<file path="src/rtl/ltct_pkg.sv">
// Shared constants and helpers of the lite timebase and capture timer.
package ltct_pkg;

    // ----------------------------------------------------------------
    // Register indices; the byte address is four times the index.
    // ----------------------------------------------------------------
    localparam logic [5:0] IDX_TB2_CSR = 6'h08;
    localparam logic [5:0] IDX_RELOAD = 6'h09;
    localparam logic [5:0] IDX_CNT2 = 6'h0A;
    localparam logic [5:0] IDX_TB1_CSR = 6'h0B;
    localparam logic [5:0] IDX_CAPV = 6'h0C;
    localparam logic [5:0] IDX_IRQ_STATUS = 6'h10;
    localparam logic [5:0] IDX_IRQ_MASK = 6'h11;

    // ----------------------------------------------------------------
    // Field positions.
    // ----------------------------------------------------------------
    localparam int SECOND_TIMEBASE_OVERFLOW_FLAG_BIT = 0;
    localparam int SECOND_TIMEBASE_IRQ_ENABLE_BIT = 1;
    localparam int FIRST_TIMEBASE_OVERFLOW_FLAG_BIT = 3;
    localparam int FIRST_TIMEBASE_IRQ_ENABLE_BIT = 4;
    localparam int PERIOD_SEL_BIT = 5;
    localparam int CAPF_BIT = 6;
    localparam int CAPIE_BIT = 7;
    localparam int IRQ_TB1_BIT = 0;
    localparam int IRQ_TB2_BIT = 1;
    localparam int IRQ_CAP_BIT = 2;

    // ----------------------------------------------------------------
    // Reset values.
    // ----------------------------------------------------------------
    localparam logic [7:0] RELOAD_RST = 8'h00;
    localparam logic [7:0] CNT_RST = 8'h00;
    localparam logic [7:0] CAPV_RST = 8'h00;
    localparam logic [2:0] IRQ_RST = 3'h0;

    // ----------------------------------------------------------------
    // Timing, in oscillator (pclk) periods.
    // ----------------------------------------------------------------
    localparam int PRESCALE_DIV = 32;
    localparam int SHORT_PERIOD_OSC = 8000;
    localparam int LONG_PERIOD_OSC = 16000;
    localparam logic [4:0] PRESCALE_LAST = 5'(PRESCALE_DIV - 1);
    localparam logic [7:0] C1_LAST =
        8'(SHORT_PERIOD_OSC / PRESCALE_DIV - 1);
    localparam logic LONG_LAST = 1'(LONG_PERIOD_OSC / SHORT_PERIOD_OSC - 1);
    localparam logic [7:0] C2_LAST = 8'hFF;

    // True when an aligned byte address selects the given register index.
    function automatic logic reg_hit(input logic [7:0] addr,
                                     input logic [5:0] idx);
        reg_hit = (addr[1:0] == 2'h0) && (addr[7:2] == idx);
    endfunction

endpackage

</file>
<file path="src/rtl/ltct_top.sv">
// Lite timebase and capture timer: two counters, capture and APB slave.
//
// Behaviour
// Software writes zeros to reserved bits 7:2 of the timebase-2 register.
// Timebase-2 bit 1 enables the counter-2 overflow interrupt request.
// Timebase-2 bit 0 set on counter-2 overflow, cleared by reading it.
// Reload register is read/write and reloads counter 2 on overflow.
// Counter-2 readback is read-only, resets to zero, writes ignored.
// Timebase-1/capture register resets to zero except the capture flag.
// Timebase-1/capture bit 7 enables the capture interrupt request.
// Capture flag set on capture, cleared only by reading capture value.
// Software reads the capture register once after every reset.
// Bit 5 selects timebase-1 period of 8000 or 16000 oscillator periods.
// Bit 4 enables the counter-1 overflow interrupt request.
// Bit 3 set on counter-1 overflow, cleared by reading its register.
// Capture value resets to zero, latches counter 1 on any pin edge; the code ignores edges while the capture flag is set.
// Registers sit at indices 08, 09, 0A, 0B and 0C in that order.
// Counter 1 counts at oscillator/32 and overflows wrapping F9h to 00h.
// Counter 2 counts at oscillator/32, reloading after it passes FFh.
// Both counters stop in full halt and run in all other modes.
// A set in the same cycle as its clearing read wins; the code drops a capture edge that arrives as the capture flag clears.
//
// The APB interface to the registers was left to the implementer.
`timescale 1ns/10ps
`default_nettype none
module ltct_top (
    input wire logic pclk,
    input wire logic presetn,
    input wire logic psel,
    input wire logic penable,
    input wire logic pwrite,
    input wire logic [7:0] paddr,
    input wire logic [31:0] pwdata,
    output logic [31:0] prdata,
    output logic pready,
    output logic pslverr,
    input wire logic capture_input_pin,
    input wire logic full_halt,
    output logic irq
);

    // ----------------------------------------------------------------
    // Declarations
    // ----------------------------------------------------------------
    logic tick;
    logic cap_edge;
    logic [7:0] first_counter;
    logic long_half;
    logic [7:0] second_counter_bits;
    logic [7:0] reload_value_bits;
    logic [7:0] captured_count_bits;
    logic second_timebase_irq_enable;
    logic second_timebase_overflow_flag;
    logic capture_irq_enable;
    logic capture_flag;
    logic period_select;
    logic first_timebase_irq_enable;
    logic first_timebase_overflow_flag;
    logic [2:0] irq_status;
    logic [2:0] irq_mask;
    logic snap_first_timebase_overflow_flag;
    logic snap_second_timebase_overflow_flag;
    logic snap_capf;

    // ----------------------------------------------------------------
    // Time base and capture pin
    // ----------------------------------------------------------------
    // One shared prescaler keeps both counters in step at osc/32.
    ltct_prescaler u_prescaler (
        .pclk(pclk),
        .presetn(presetn),
        .halt(full_halt),
        .tick(tick)
    );

    ltct_edge_detect u_edge (
        .pclk(pclk),
        .presetn(presetn),
        .pin(capture_input_pin),
        .edge_seen(cap_edge)
    );

    // ----------------------------------------------------------------
    // Bus decode
    // ----------------------------------------------------------------
    // The access phase takes two cycles: data is sampled in the first,
    // pready rises in the second, and side effects land on that edge.
    wire access = psel && penable;
    wire done = access && pready;
    wire rd_done = done && !pwrite;
    wire wr_done = done && pwrite;
    wire hit_tb2 = ltct_pkg::reg_hit(paddr, ltct_pkg::IDX_TB2_CSR);
    wire hit_reload = ltct_pkg::reg_hit(paddr, ltct_pkg::IDX_RELOAD);
    wire hit_cnt2 = ltct_pkg::reg_hit(paddr, ltct_pkg::IDX_CNT2);
    wire hit_tb1 = ltct_pkg::reg_hit(paddr, ltct_pkg::IDX_TB1_CSR);
    wire hit_capv = ltct_pkg::reg_hit(paddr, ltct_pkg::IDX_CAPV);
    wire hit_stat = ltct_pkg::reg_hit(paddr, ltct_pkg::IDX_IRQ_STATUS);
    wire hit_mask = ltct_pkg::reg_hit(paddr, ltct_pkg::IDX_IRQ_MASK);
    wire mapped = hit_tb2 || hit_reload || hit_cnt2 || hit_tb1
        || hit_capv || hit_stat || hit_mask;

    // Status layouts assembled once for reads.
    wire [7:0] tb2_view = {6'h00, second_timebase_irq_enable,
        second_timebase_overflow_flag};
    wire [7:0] tb1_view = {capture_irq_enable, capture_flag,
        period_select, first_timebase_irq_enable,
        first_timebase_overflow_flag, 3'h0};

    // Read selection; unmapped addresses read zero.
    wire [7:0] rd_val =
        hit_tb2 ? tb2_view :
        hit_reload ? reload_value_bits :
        hit_cnt2 ? second_counter_bits :
        hit_tb1 ? tb1_view :
        hit_capv ? captured_count_bits :
        hit_stat ? {5'h00, irq_status} :
        hit_mask ? {5'h00, irq_mask} : 8'h00;

    // ----------------------------------------------------------------
    // Counter events
    // ----------------------------------------------------------------
    // Counter 1 runs 0..F9h, 250 ticks of 32 periods; the long period
    // counts two wraps before one event.
    wire c1_wrap = tick && (first_counter == ltct_pkg::C1_LAST);
    wire tb1_evt = c1_wrap
        && (!period_select || (long_half == ltct_pkg::LONG_LAST));
    wire tb2_evt = tick
        && (second_counter_bits == ltct_pkg::C2_LAST);
    wire cap_evt = cap_edge && !capture_flag;

    // Flags clear only when the value the reader saw held them set.
    // This closes the gap between sampling and the clearing edge.
    wire clr_second_timebase_overflow_flag = rd_done && hit_tb2 && snap_second_timebase_overflow_flag;
    wire clr_first_timebase_overflow_flag = rd_done && hit_tb1 && snap_first_timebase_overflow_flag;
    wire clr_capf = rd_done && hit_capv && snap_capf;

    // Set beats clear for both overflow flags; a capture edge in the capture flag's clearing cycle is dropped.
    wire next_second_timebase_overflow_flag = tb2_evt
        || (second_timebase_overflow_flag && !clr_second_timebase_overflow_flag);
    wire next_first_timebase_overflow_flag = tb1_evt
        || (first_timebase_overflow_flag && !clr_first_timebase_overflow_flag);
    wire next_capf = cap_evt || (capture_flag && !clr_capf);

    // Interrupt status: events set, writing one clears, set wins.
    wire [2:0] evt_vec = {cap_evt, tb2_evt, tb1_evt};
    wire [2:0] w1c = (wr_done && hit_stat) ? pwdata[2:0] : 3'h0;
    wire [2:0] next_irq_status = evt_vec | (irq_status & ~w1c);
    wire [2:0] enable_vec = {capture_irq_enable,
        second_timebase_irq_enable, first_timebase_irq_enable};

    // ----------------------------------------------------------------
    // Counter 1
    // ----------------------------------------------------------------
    // Not visible to software; only feeds overflow and capture.
    always_ff @(posedge pclk or negedge presetn) begin
        if (!presetn) begin
            first_counter <= ltct_pkg::CNT_RST;
            long_half <= 1'b0;
        end else if (c1_wrap) begin
            first_counter <= 8'h00;
            long_half <= !long_half;
        end else if (tick) begin
            first_counter <= first_counter + 8'h01;
        end
    end

    // ----------------------------------------------------------------
    // Counter 2
    // ----------------------------------------------------------------
    // A reload written mid-period takes effect at the next overflow.
    always_ff @(posedge pclk or negedge presetn) begin
        if (!presetn) begin
            second_counter_bits <= ltct_pkg::CNT_RST;
        end else if (tb2_evt) begin
            second_counter_bits <= reload_value_bits;
        end else if (tick) begin
            second_counter_bits <= second_counter_bits + 8'h01;
        end
    end

    // ----------------------------------------------------------------
    // Software-written control
    // ----------------------------------------------------------------
    // Flag bits, reserved bits and read-only registers ignore writes.
    always_ff @(posedge pclk or negedge presetn) begin
        if (!presetn) begin
            reload_value_bits <= ltct_pkg::RELOAD_RST;
            second_timebase_irq_enable <= 1'b0;
            capture_irq_enable <= 1'b0;
            period_select <= 1'b0;
            first_timebase_irq_enable <= 1'b0;
            irq_mask <= ltct_pkg::IRQ_RST;
        end else if (wr_done) begin
            if (hit_reload) begin
                reload_value_bits <= pwdata[7:0];
            end
            if (hit_tb2) begin
                second_timebase_irq_enable <=
                    pwdata[ltct_pkg::SECOND_TIMEBASE_IRQ_ENABLE_BIT];
            end
            if (hit_tb1) begin
                capture_irq_enable <= pwdata[ltct_pkg::CAPIE_BIT];
                period_select <= pwdata[ltct_pkg::PERIOD_SEL_BIT];
                first_timebase_irq_enable <=
                    pwdata[ltct_pkg::FIRST_TIMEBASE_IRQ_ENABLE_BIT];
            end
            if (hit_mask) begin
                irq_mask <= pwdata[2:0];
            end
        end
    end

    // ----------------------------------------------------------------
    // Flags and capture
    // ----------------------------------------------------------------
    // The capture flag comes out of reset clear; software still reads
    // the capture value once to stay safe on any build.
    always_ff @(posedge pclk or negedge presetn) begin
        if (!presetn) begin
            second_timebase_overflow_flag <= 1'b0;
            first_timebase_overflow_flag <= 1'b0;
            capture_flag <= 1'b0;
            captured_count_bits <= ltct_pkg::CAPV_RST;
            irq_status <= ltct_pkg::IRQ_RST;
        end else begin
            second_timebase_overflow_flag <= next_second_timebase_overflow_flag;
            first_timebase_overflow_flag <= next_first_timebase_overflow_flag;
            capture_flag <= next_capf;
            irq_status <= next_irq_status;
            if (cap_evt) begin
                captured_count_bits <= first_counter;
            end
        end
    end

    // ----------------------------------------------------------------
    // Bus answer
    // ----------------------------------------------------------------
    // Data and flag snapshots are taken in the first access cycle.
    always_ff @(posedge pclk or negedge presetn) begin
        if (!presetn) begin
            prdata <= 32'h0000_0000;
            pready <= 1'b0;
            pslverr <= 1'b0;
            snap_first_timebase_overflow_flag <= 1'b0;
            snap_second_timebase_overflow_flag <= 1'b0;
            snap_capf <= 1'b0;
        end else begin
            pready <= access && !pready;
            if (access && !pready) begin
                prdata <= {24'h00_0000, rd_val};
                pslverr <= !mapped;
                snap_first_timebase_overflow_flag <= first_timebase_overflow_flag;
                snap_second_timebase_overflow_flag <= second_timebase_overflow_flag;
                snap_capf <= capture_flag;
            end else if (!access) begin
                pslverr <= 1'b0;
            end
        end
    end

    // ----------------------------------------------------------------
    // Interrupt output
    // ----------------------------------------------------------------
    // A source needs both its own enable bit and its mask bit.
    always_ff @(posedge pclk or negedge presetn) begin
        if (!presetn) begin
            irq <= 1'b0;
        end else begin
            irq <= |(irq_status & irq_mask & enable_vec);
        end
    end

endmodule
`default_nettype wire

</file>
<file path="src/rtl/ltct_prescaler.sv">
// Divide-by-32 tick generator that freezes during full halt.
`timescale 1ns/10ps
`default_nettype none
module ltct_prescaler (
    input wire logic pclk,
    input wire logic presetn,
    input wire logic halt,
    output logic tick
);

    logic [4:0] count;

    // ----------------------------------------------------------------
    // Prescaler
    // ----------------------------------------------------------------
    // The count holds its place in halt, so a period resumes where it
    // stopped instead of restarting.
    always_ff @(posedge pclk or negedge presetn) begin
        if (!presetn) begin
            count <= 5'h00;
            tick <= 1'b0;
        end else begin
            tick <= !halt && (count == ltct_pkg::PRESCALE_LAST);
            if (!halt) begin
                count <= count + 5'h01;
            end
        end
    end

endmodule
`default_nettype wire

</file>
<file path="src/rtl/ltct_edge_detect.sv">
// Detector of rising and falling edges on the capture pin.
`timescale 1ns/10ps
`default_nettype none
module ltct_edge_detect (
    input wire logic pclk,
    input wire logic presetn,
    input wire logic pin,
    output logic edge_seen
);

    logic last;
    logic primed;

    // ----------------------------------------------------------------
    // Edge detection
    // ----------------------------------------------------------------
    // The primed bit keeps a pin that is already high at reset release
    // from looking like an edge.
    always_ff @(posedge pclk or negedge presetn) begin
        if (!presetn) begin
            last <= 1'b0;
            primed <= 1'b0;
        end else begin
            last <= pin;
            primed <= 1'b1;
        end
    end

    assign edge_seen = primed && (pin != last);

endmodule
`default_nettype wire

</file>
<file path="config.mk">
export PLATFORM = sky130hd
export DESIGN_NAME = ltct_top
export DESIGN_NICKNAME = d
export VERILOG_FILES = /design/src/rtl/ltct_pkg.sv /design/src/rtl/ltct_top.sv /design/src/rtl/ltct_prescaler.sv /design/src/rtl/ltct_edge_detect.sv
export SDC_FILE = /design/constraint.sdc
export NUM_CORES = 1
export LEC_CHECK = 0
export ABC_CLOCK_PERIOD_IN_PS = 3400
export BUFFER_PORTS_ARGS = -buffer_cell sky130_fd_sc_hd__buf_2
export CORE_UTILIZATION = 42
export DETAILED_ROUTE_END_ITERATION = 16
export HOLD_SLACK_MARGIN = 0.15
export PLACE_DENSITY_LB_ADDON = 0.25
export SETUP_SLACK_MARGIN = 0.1
export SLEW_MARGIN = 5
export SYNTH_ARGS = -nofsm -noshare
export SYNTH_HDL_FRONTEND = slang
export SYNTH_SLANG_ARGS = --single-unit
</file>
<file path="constraint.sdc">
create_clock -name pclk -period 3.4 [get_ports pclk]
set_clock_uncertainty 0.05 [all_clocks]
set_input_delay 0.85 -clock pclk [delete_from_list [all_inputs] [get_ports pclk]]
set_output_delay 0.85 -clock pclk [all_outputs]
set_load 0.005 [all_outputs]
</file>
* Word level (Yosys, flattened, before mapping)
Index checks and enable logic that the tools add are counted.
** Operators by class
- Reductions and logical operators :: 56
- Equal/unequal tests :: 12
- Multiplexer cells :: 14
- Bitwise gates (word level) :: 5
- $add $sub $neg :: 3
** Operators by type and width (count)
- 2-to-1 mux 8 bit :: 9
- equality test 6 x 4 -> 1 bit, second input constant :: 5
- logical AND 1 bit :: 28
- adder 8 x 1 -> 8 bit, second input constant :: 2
- equality test 8 bit, second input constant :: 2
- equality test 6 x 5 -> 1 bit, second input constant :: 2
- zero test 1 bit :: 10
- logical OR 1 bit :: 10
- bitwise AND 3 bit :: 3
- 2-to-1 mux 3 bit :: 3
- AND reduction 2 bit :: 4
- adder 5 x 1 -> 5 bit, second input constant :: 1
- equality test 5 bit, second input constant :: 1
- nonzero test 2 bit :: 2
- inverter 3 bit :: 1
- bitwise OR 3 bit :: 1
- OR reduction 3 bit :: 1
- zero test 2 bit :: 1
- 2-to-1 mux 1 bit :: 2
- inequality test 2 x 1 -> 1 bit, second input constant :: 1
- inequality test 1 bit :: 1
** Storage, ports and cells
- Output and inout port bits :: 35
- Register bits :: 68

* Logic depth before layout (Yosys ltp)
Gate-level depths: netlist of the first run.
- Word-level depth :: 10
- Gate-level depth with buffers :: 6
- Mapped depth without buffers :: 6

* By module
From an unflattened synthesis of the first run, not the netlist that was laid out.
** Unflattened totals
- Cells, all modules :: 333
- Area, all modules :: 3542.1 um^2
** By module, submodules not included
- ltct_top :: sequential area each 1501.4 um^2, instances 1, area each 3219.3 um^2, cells an instance 311
- ltct_prescaler :: sequential area each 150.1 um^2, instances 1, area each 254.0 um^2, cells an instance 17
- ltct_edge_detect :: sequential area each 50.0 um^2, instances 1, area each 68.8 um^2, cells an instance 5

* Least setup slack after synthesis of the first run
No wires, ideal clock.
- Path kind :: input port to flip-flop
- Start point :: input paddr[4]
- End point :: register first_timebase_irq_enable
- Setup time :: 0.125 ns
- Arrival time :: 1.920 ns
- Stages on the path :: 5
- Path slack :: 1.306 ns
- Data required time :: 3.225 ns
- Path through :: nor4b_4 -> buf_6 -> nand3_4 -> nor2_2 -> mux2_2
** Between the ends
- Word-level cells in the longest chain between the ends :: 3
** Ends and longest elaborated chain
- from (decl) :: line ltct_top.sv:32 : input wire logic [7:0] paddr,
- equality test 6 x 4 -> 1 bit :: line ltct_pkg.sv:52 : reg_hit = (addr[1:0] == 2'h0) && (addr[7:2] == idx);
- logical AND 1 bit :: line ltct_pkg.sv:52
- AND reduction 2 bit (no source line)
- to (signal assigned) :: line ltct_top.sv:204 : first_timebase_irq_enable <=
- to (decl) :: line ltct_top.sv:57 : logic first_timebase_irq_enable;
Every way passes these cells.
A chain may end at the register's enable or synchronous reset.

* Worst setup path after layout of the first run
- Start point :: input paddr[2]
- End point :: register prdata[1]
** Between the ends
- Word-level cells in the longest chain between the ends :: 9
- Elaborated cells between the ends (all ways) :: 21
- Those cells by class :: eq/ne (7); mux (7); reduce/logical (7)
** Ends and longest elaborated chain
- equality test 6 x 5 -> 1 bit :: line ltct_pkg.sv:52
- logical AND 1 bit :: line ltct_pkg.sv:52
- 2-to-1 mux 3 bit :: line ltct_top.sv:117 : hit_mask ? {5'h00, irq_mask} : 8'h00;
- 2-to-1 mux 3 bit :: line ltct_top.sv:116 : hit_stat ? {5'h00, irq_status} :
- 2-to-1 mux 8 bit :: line ltct_top.sv:115 : hit_capv ? captured_count_bits :
- 2-to-1 mux 8 bit :: line ltct_top.sv:114 : hit_tb1 ? tb1_view :
- 2-to-1 mux 8 bit :: line ltct_top.sv:113 : hit_cnt2 ? second_counter_bits :
- 2-to-1 mux 8 bit :: line ltct_top.sv:112 : hit_reload ? reload_value_bits :
- 2-to-1 mux 8 bit (*) :: line ltct_top.sv:111 : hit_tb2 ? tb2_view :
- to (signal assigned) :: line ltct_top.sv:251 : prdata <= {24'h00_0000, rd_val};
- to (decl) :: line ltct_top.sv:34 : output logic [31:0] prdata,
Mark *: on every way between the ends. The rest lies on a longest branch, timed or not.

==> flow_metrics.env, run 1 <==
export IMPL_outcome="completed"
export IMPL_synth_xor_area_frac=0.0217
export IMPL_r2r_start="u_prescaler.tick"
export IMPL_die_area_sq_um=9040
export IMPL_ys_types=61
export IMPL_min_to="long_half"
export IMPL_placed_area_sq_um=3800
export IMPL_grt_use_met1=0.239
export IMPL_power_density_nw_per_um2=466
export IMPL_ys_seq_elements=68
export IMPL_crit_arrival_ns=2.37
export IMPL_dp_cells=471
export IMPL_core_area_sq_um=8300
export IMPL_regToRegSetupSlack_ns=1.24
export IMPL_cts_inserted_buffers=9
export IMPL_portBuffers=33
export IMPL_synth_top_family_by_area="simple AND/OR/NAND/NOR gates"
export IMPL_finalCritPeriodShare=0.643
export IMPL_synthArstFlopShare=1.00
export IMPL_rows=33
export IMPL_rsz0062_at_grt="no"
export IMPL_endpoint_kind="flop"
export IMPL_synth_cells=344
export IMPL_synth_ff_type="dfrtp_1"
export IMPL_numClockSinks=68
export IMPL_dp_hpwl_mm=5.56
export IMPL_fmax_mhz=458
export IMPL_worst_r2r_endpoint="second_counter_bits[5]"
export IMPL_hp_class="reg2reg"
export IMPL_final_setup_worst_slack_ns=1.21
export IMPL_grt_pass1_wl_mm=12.7
export IMPL_layout_common_cells="dfrtp_1, nand2_1, buf_2"
export IMPL_viasPerCell=5.37
export IMPL_insertion_delay_ns=0.35
export IMPL_fin_util=0.485
export IMPL_fp_dieH_microns=95.1
export IMPL_regArea_sq_um=1700
export IMPL_start_kind="input port"
export IMPL_num_vias=2615
export IMPL_hold_viol=0
export IMPL_grt_max_degree=69
export IMPL_worst_slew_pin_slew_ns=0.728
export IMPL_cts_resized=0
export IMPL_cts_hold_buf=0
export IMPL_hp_start="long_half"
export IMPL_avgSynthCellArea_sq_um=10.6
export IMPL_ys_seq_area_frac=0.468
export IMPL_setup_viol=0
export IMPL_p_total_mw=1.87
export IMPL_whs_path_depth=1
export IMPL_clk_path_buf_depth=2
export IMPL_grt_pass1_vias=2564
export IMPL_synth_area_sq_um=3640
export IMPL_nNetsFinal=429
export IMPL_critPathLaunch="paddr[2]"
export IMPL_grt_busiest_layer="met2"
export IMPL_grtUsageMet2=0.307
export IMPL_drt_total_wl_mm=7.70
export IMPL_root_buffer="clkbuf_8"
export IMPL_synthAdderAreaFrac=0.0172
export IMPL_peakVddDrop_v=0.000227
export IMPL_maxSlewViolCount=0
export IMPL_met3_usage=0.0550
export IMPL_drcViolationCount=0
export IMPL_initial_utilization=0.438
export IMPL_stdcell_count=487
export IMPL_critical_path_required_ns=3.58
export IMPL_synth_edf_count=0
export IMPL_pre_cts_slack_ns=0.887
export IMPL_antenna_found_initial=0
export IMPL_overflow=0
export IMPL_drive_gt1_frac=0.217
export IMPL_antenna_left=0
export IMPL_multiInputGateArea_sq_um=1730
export IMPL_fillerInstances=814
export IMPL_yosys_area_share_simple=0.172
export IMPL_synth_compound_area_frac=0.158
export IMPL_area_delta_synth_final_pct=10.6
export IMPL_synth_area_mux_share=0.0822
export IMPL_slew_headroom=0.514
export IMPL_cts_htree_levels=3
export IMPL_post_cts_buffers=0
export IMPL_totalNegativeSetupSlack_ns=0
export IMPL_final_common_cell="dfrtp_1"
export IMPL_diodes=0
export IMPL_dieWidth_microns=95.1
export IMPL_r2r_cells=4
export IMPL_crit_type="in2reg"
export IMPL_finalInstanceArea_sq_um=4020
export IMPL_critPathMaxFanout=29
export IMPL_ios=82
export IMPL_cts_tree="done"
export IMPL_p_leak_nw=1.91
export IMPL_drt_first_pass_iters=4
export IMPL_globalRouteTotalUtil=0.188
export IMPL_cap_violations=0
export IMPL_path_clk_slew_ns=0.07
export IMPL_post_route_min_period_ns=2.19
export IMPL_yosys_warnings=0
export IMPL_wire_per_inst_microns=15.8
export IMPL_hold_slack_ns=0.429
export IMPL_drtIter0Drc=165
export IMPL_routabilityCongestion=0.796
## routing by layer
metal	vias up	wire length, microns
met2	56	3650
met5	-	0
met1	1276	3590
li1	1269	-
met4	0	151
met3	14	305
## worst max-delay path, cell delays in order
cell       delay [ns]
buf_2            0.28
nor4_4           0.42
and2_1           0.43
a2111oi_2        0.14
a211o_1          0.24
## synth_stat cells (2+ instances only)
cell / count / area, sq um
buf_4: 24 / 180
nand4_1: 7 / 43.8
a211o_2: 2 / 20.0
conb_1: 2 / 7.51
nor2_2: 2 / 12.5
mux2i_1: 4 / 40.0
buf_6: 2 / 22.5
or3_1: 2 / 12.5
clkbuf_1: 6 / 22.5
nor2_1: 14 / 52.6
a21oi_1: 15 / 75.1
nor2b_1: 3 / 18.8
nand3_1: 15 / 75.1
a2111oi_2: 2 / 30.0
xor2_1: 6 / 52.6
inv_1: 10 / 37.5
a22o_1: 3 / 26.3
a211o_1: 2 / 17.5
and2_1: 2 / 12.5
buf_2: 5 / 25.0
a21boi_0: 2 / 15.0
nand2b_1: 3 / 18.8
o21ai_0: 13 / 65.1
and3_1: 5 / 31.3
mux2_1: 6 / 67.6
ha_1: 5 / 62.6
nand3b_1: 2 / 15.0
a22oi_1: 4 / 30.0
dfrtp_1: 68 / 1700
a2bb2oi_1: 4 / 35.0
nand2_1: 35 / 131
o31ai_1: 8 / 60.1
a31oi_1: 2 / 12.5
mux2_2: 17 / 191
xnor2_1: 3 / 26.3
and3b_1: 2 / 17.5
a21o_1: 6 / 45.0
nor3_1: 4 / 20.0
o211ai_1: 2 / 15.0
a211oi_1: 3 / 22.5
nor4b_4: 2 / 47.6
## cell type report
type	count	area share
multi-input cells	252	0.431
flip-flops and latches	68	0.423
repair buffers	36	0.0498
clock buffers	12	0.0361
well taps	105	0.0327
clock inverters	4	0.0180
inverters	10	0.00933
## how the worst max path moves through the flow
stage                                 to  cells past startpoint
2_1_floorplan  first_timebase_irq_enable                      5
3_3_place_gp                   prdata[1]                      5
3_5_place_dp                   prdata[1]                      5
4_1_cts           second_counter_bits[5]                      4
5_1_grt           second_counter_bits[5]                      4
6_report                       prdata[1]                      5
## registers in the layout, indices dropped and copies added (netlist names), 3 cells and up
name and cells:
reload_value_bits 8, u_prescaler.count 5, irq_mask 3, irq_status 3, second_counter_bits 8, first_counter 8, captured_count_bits 8, prdata 8
## power by group
part | switching [mW] | internal [mW]
combinational | 0.112 | 0.0970
clock | 0.304 | 0.433
sequential | 0.0617 | 0.866
## kinds of logic after synthesis
logic type               after synthesis
AND/OR/NAND/NOR                      107
AO/OA/AOI/OAI                         79
flip-flops                            68
buffers and inverters                 47
multiplexers                          27
XOR/XNOR                               9
adder cells (fa/ha/maj)                5
other                                  2
No activity file was read; power rests on OpenSTA's default activity.
==> run 2, diff against run 1 <==
Settings changed: ABC_CLOCK_PERIOD_IN_PS 3400 to 2110.
Clock period 3.4 ns to 2.11 ns, I/O delays scaled along.
==> run 2 against run 1 <==
  * First-iteration DRC count down 7.9%
  * Combinational power increased by 88%
  * Sequential cell count did not move
  * Highest routed layer unchanged
==> flow_metrics.env, run 2 (same netlist as run 1, synthesis figures left out) <==
export IMPL_overflow=0
export IMPL_drt_first_pass_iters=4
export IMPL_dp_hpwl_mm=5.87
export IMPL_grt_max_degree=53
export IMPL_peakVddDrop_v=0.000552
export IMPL_fp_dieH_microns=95.1
export IMPL_root_buffer="clkbuf_8"
export IMPL_ios=82
export IMPL_hold_viol=0
export IMPL_crit_type="reg2reg"
export IMPL_power_share_switching=0.253
export IMPL_globalRouteTotalUtil=0.192
export IMPL_start_kind="flop"
export IMPL_drcViolationCount=0
export IMPL_final_common_cell="dfrtp_1"
export IMPL_wl_met1_mm=3.59
export IMPL_critical_path_required_ns=2.29
export IMPL_dieWidth_microns=95.1
export IMPL_grt_pass1_wl_mm=13.0
export IMPL_rsz0062_at_grt="no"
export IMPL_drtIter0Drc=152
export IMPL_crit_path_end="second_counter_bits[7]"
export IMPL_viasPerCell=5.42
export IMPL_critPathMaxFanout=6
export IMPL_core_area_sq_um=8300
export IMPL_post_route_min_period_ns=1.74
export IMPL_critPathLaunch="second_counter_bits[1]"
export IMPL_hp_class="in2reg"
export IMPL_numClockSinks=68
export IMPL_fmax_mhz=574
export IMPL_routed_wl_met3_microns=361
export IMPL_r2r_start="second_counter_bits[1]"
export IMPL_area_delta_synth_final_pct=13.6
export IMPL_cap_violations=0
export IMPL_setup_viol=0
export IMPL_placed_area_sq_um=3890
export IMPL_p_leak_nw=1.98
export IMPL_drive_gt1_frac=0.237
export IMPL_routabilityCongestion=0.844
export IMPL_nNetsFinal=440
export IMPL_net_switching_power_uw=781
export IMPL_fillerInstances=778
export IMPL_regArea_sq_um=1700
export IMPL_insertion_delay_ns=0.34
export IMPL_totalNegativeSetupSlack_ns=0
export IMPL_multiInputGateArea_sq_um=1730
export IMPL_regToRegSetupSlack_ns=0.37
export IMPL_num_vias=2699
export IMPL_portBuffers=33
export IMPL_diodes=0
export IMPL_maxSlewViolCount=0
export IMPL_antenna_left=0
export IMPL_grt_pass1_vias=2677
export IMPL_initial_utilization=0.438
export IMPL_wire_per_inst_microns=15.9
export IMPL_slew_headroom=0.645
export IMPL_p_clk_frac=0.395
export IMPL_cts_inserted_buffers=9
export IMPL_die_area_sq_um=9040
export IMPL_clk_path_buf_depth=2
export IMPL_crit_arrival_ns=1.92
export IMPL_r2r_cells=5
export IMPL_top_layer_used="met4"
export IMPL_antenna_found_initial=0
export IMPL_endpoint_kind="flop"
export IMPL_cts_tree="done"
export IMPL_rows=33
export IMPL_finalCritPeriodShare=0.825
export IMPL_wl_met2_mm=3.83
export IMPL_drt_total_wl_mm=7.92
export IMPL_finalInstanceArea_sq_um=4130
export IMPL_power_density_nw_per_um2=749
export IMPL_layout_common_cells="dfrtp_1, nand2_1, buf_2"
export IMPL_worst_slew_pin_slew_ns=0.531
export IMPL_path_clk_slew_ns=0.07
export IMPL_worst_r2r_endpoint="second_counter_bits[7]"
export IMPL_power_frac_seq=0.479
export IMPL_intPower_mw=2.31
export IMPL_outcome="completed"
export IMPL_cts_htree_levels=3
export IMPL_combinationalPowerShare=0.127
-- run 2: critical path: stages (launching register included) --
cell       delay, ns
dfrtp_1         0.44
ha_1            0.24
buf_4           0.17
a2111oi_0       0.45
o211ai_1        0.14
o2bb2ai_1       0.14
-- run 2: cell type report --
cell class / instances / area share
clock inverters: 3 / 0.0167
inverters: 10 / 0.00909
flip-flops and latches: 68 / 0.412
clock buffers: 13 / 0.0385
multi-input cells: 252 / 0.420
well taps: 105 / 0.0318
repair buffers: 47 / 0.0721
-- run 2: power groups by stage --
stage / Sequential (mW) / Clock (mW) / Combinational [mW]
floorplan: 1.49 / 0 / 0.270
CTS: 1.48 / 1.25 / 0.396
global placement: 1.50 / 0 / 0.372
global route: 1.50 / 1.30 / 0.455
finish: 1.48 / 1.22 / 0.392
detailed placement: 1.51 / 0 / 0.394
-- run 2: per-stage QoR --
step | setup slack, ns | power, mW | std cells | hold WS (ns) | util
after floorplan | 0.338 | 1.76 | 367 | 0.182 | -
after global placement | 0.0753 | 1.87 | 481 | 0.396 | 0.469
after detailed placement | 0.0792 | 1.90 | 481 | 0.403 | 0.469
after CTS | 0.362 | 3.13 | 498 | 0.250 | 0.498
after global routing | 0.172 | 3.25 | 498 | 0.255 | 0.498
final | 0.369 | 3.09 | 498 | 0.265 | 0.498
-- run 2: worst min-delay path by stage --
| stage | cells after the start | to | from | slack [ns] |
|---|---|---|---|---|
| global route | 1 | u_edge.last | capture_input_pin | 0.25 |
| global placement | 1 | long_half | long_half | 0.40 |
| detailed placement | 1 | long_half | long_half | 0.40 |
| finish | 1 | u_edge.last | capture_input_pin | 0.27 |
| CTS | 1 | u_edge.last | capture_input_pin | 0.25 |
| floorplan | 0 | capture_flag | presetn | 0.18 |
-- run 2: layer usage --
layer  track usage  vias to the layer above
li1              -                     1291
met4        0.0606                        0
met1         0.242                     1319
met5             0                        -
met3        0.0494                       11
met2         0.322                       78
-- run 2: what timing repair did --
item                      CTS  global route
hold endpoints to repair   16             0
gates resized for setup     0             0
hold buffers                1             0
buffers inserted            0             0
==> run 3, diff against run 2 <==
Settings changed: ABC_CLOCK_PERIOD_IN_PS 2110 to 1600.
Clock period 2.11 ns to 1.6 ns, I/O delays scaled along.
==> run 3 against run 2 <==
  * Utilization up 5.7 points
  * Largest cell class unchanged
  * Maximum frequency rose by 15%
  * Via count rose by 4.6%
==> flow_metrics.env, run 3 (same netlist as run 1, synthesis figures left out) <==
export IMPL_nNetsFinal=474
export IMPL_fp_dieH_microns=95.1
export IMPL_regArea_sq_um=1700
export IMPL_cts_inserted_buffers=9
export IMPL_fin_util=0.554
export IMPL_setup_viol=0
export IMPL_drcViolationCount=0
export IMPL_layout_common_cells="dfrtp_1, nand2_1, buf_4"
export IMPL_path_clk_slew_ns=0.08
export IMPL_slowest_stage="dfrtp_1"
export IMPL_crit_arrival_ns=1.75
export IMPL_root_buffer="clkbuf_8"
export IMPL_cts_htree_levels=3
export IMPL_die_area_sq_um=9040
export IMPL_intPower_mw=2.76
export IMPL_placed_area_sq_um=4200
export IMPL_slowest_delay_ns=0.41
export IMPL_cap_violations=0
export IMPL_drive_gt1_frac=0.356
export IMPL_net_switching_power_mw=1.12
export IMPL_cp_cell_sequence="nand3b_1, a211o_2, a2111oi_4, a211o_1"
export IMPL_p_total_mw=3.88
export IMPL_peakVddDrop_v=0.000763
export IMPL_combinationalPowerShare=0.175
export IMPL_maxSlewViolCount=0
export IMPL_viasPerCell=5.31
export IMPL_endpoint_kind="flop"
export IMPL_fillerInstances=712
export IMPL_num_vias=2823
export IMPL_diodes=0
export IMPL_area_delta_synth_final_pct=26.5
export IMPL_final_common_cell="dfrtp_1"
export IMPL_core_area_sq_um=8300
export IMPL_p_leak_nw=2.18
export IMPL_rsz0062_at_grt="yes"
export IMPL_grt_pass1_wl_mm=13.7
export IMPL_clk_path_buf_depth=2
export IMPL_crit_type="reg2reg"
export IMPL_path_buf_inv=0
export IMPL_antenna_found_initial=0
export IMPL_grt_pass1_vias=2778
export IMPL_critical_path_required_ns=1.83
export IMPL_antenna_left=0
export IMPL_pre_cts_slack_ns=-0.240
export IMPL_drt_total_wl_mm=8.59
export IMPL_dp_cells=507
export IMPL_hp_class="in2reg"
export IMPL_outcome="completed"
export IMPL_rows=33
export IMPL_cp_top_family="compound AO/OA/AOI/OAI gates"
export IMPL_routabilityCongestion=0.824
export IMPL_power_density_nw_per_um2=843
export IMPL_hold_slack_ns=0.232
export IMPL_portBuffers=33
export IMPL_finalInstanceArea_sq_um=4600
export IMPL_ios=82
export IMPL_start_kind="flop"
export IMPL_numClockSinks=68
export IMPL_drt_first_pass_iters=4
export IMPL_multiInputGateArea_sq_um=1920
export IMPL_final_setup_worst_slack_ns=0.0804
export IMPL_cts_tree="done"
export IMPL_hold_viol=0
export IMPL_post_route_min_period_ns=1.52
export IMPL_insertion_delay_ns=0.34
export IMPL_p_clk_frac=0.323
export IMPL_grt_max_degree=38
export IMPL_globalRouteTotalUtil=0.205
export IMPL_overflow=0
export IMPL_power_frac_seq=0.503
export IMPL_fmax_mhz=658
export IMPL_drtIter0Drc=115
export IMPL_wire_per_inst_microns=16.1
export IMPL_initial_utilization=0.438
export IMPL_power_share_switching=0.288
export IMPL_dp_hpwl_mm=6.36
export IMPL_finalCritPeriodShare=0.950
export IMPL_dieWidth_microns=95.1
export IMPL_totalNegativeSetupSlack_ns=0
export IMPL_stdcell_count=532
export IMPL_critPathMaxFanout=5
run 3: layout make-up:
class | instances | share of cell area
well taps | 105 | 0.0286
clock buffers | 9 | 0.0269
repair buffers | 81 | 0.138
clock inverters | 7 | 0.0114
multi-input cells | 252 | 0.416
flip-flops and latches | 68 | 0.370
inverters | 10 | 0.00816
run 3: power by group through the flow:
stage / Combinational, mW / Clock [mW] / Sequential, mW
final: 0.678 / 1.25 / 1.95
after detailed placement: 0.609 / 0 / 1.98
after global placement: 0.580 / 0 / 1.97
after CTS: 0.618 / 1.28 / 1.94
after global routing: 0.770 / 1.35 / 1.97
after floorplan: 0.365 / 0 / 1.97
run 3: worst register-to-register path: stages, from the launching register on:
cell and delay [ns]:
dfrtp_1 0.41, nand3b_1 0.29, a211o_2 0.35, a2111oi_4 0.20, a211o_1 0.16
run 3: final timing paths:
check	start	end	slack, ns	cells after the start
max	pready	prdata[1]	0.08	4
min	full_halt	u_prescaler.tick	0.23	2
max reg2reg	pready	prdata[1]	0.08	4
min reg2reg	long_half	long_half	0.41	1
max in group asynchronous	presetn	first_counter[0]	0.55	3
min in group asynchronous	presetn	prdata[1]	0.44	2
run 3: repair_timing:
item / 4_1_cts / 5_1_grt
hold buffers: 2 / 0
endpoints found under the setup margin: 14 / 26
pin swaps: 2 / 11
gates resized for setup: 5 / 26
setup buffers: 4 / 3
hold endpoints to repair: 10 / 0
run 3: routing by layer:
layer | GRT usage | vias to the layer above | share of wire
li1 | - | 1355 | -
met1 | 0.254 | 1398 | 0.45
met2 | 0.358 | 62 | 0.50
met3 | 0.0510 | 8 | 0.038
met4 | 0.0455 | 0 | 0.0079
met5 | 0 | - | 0
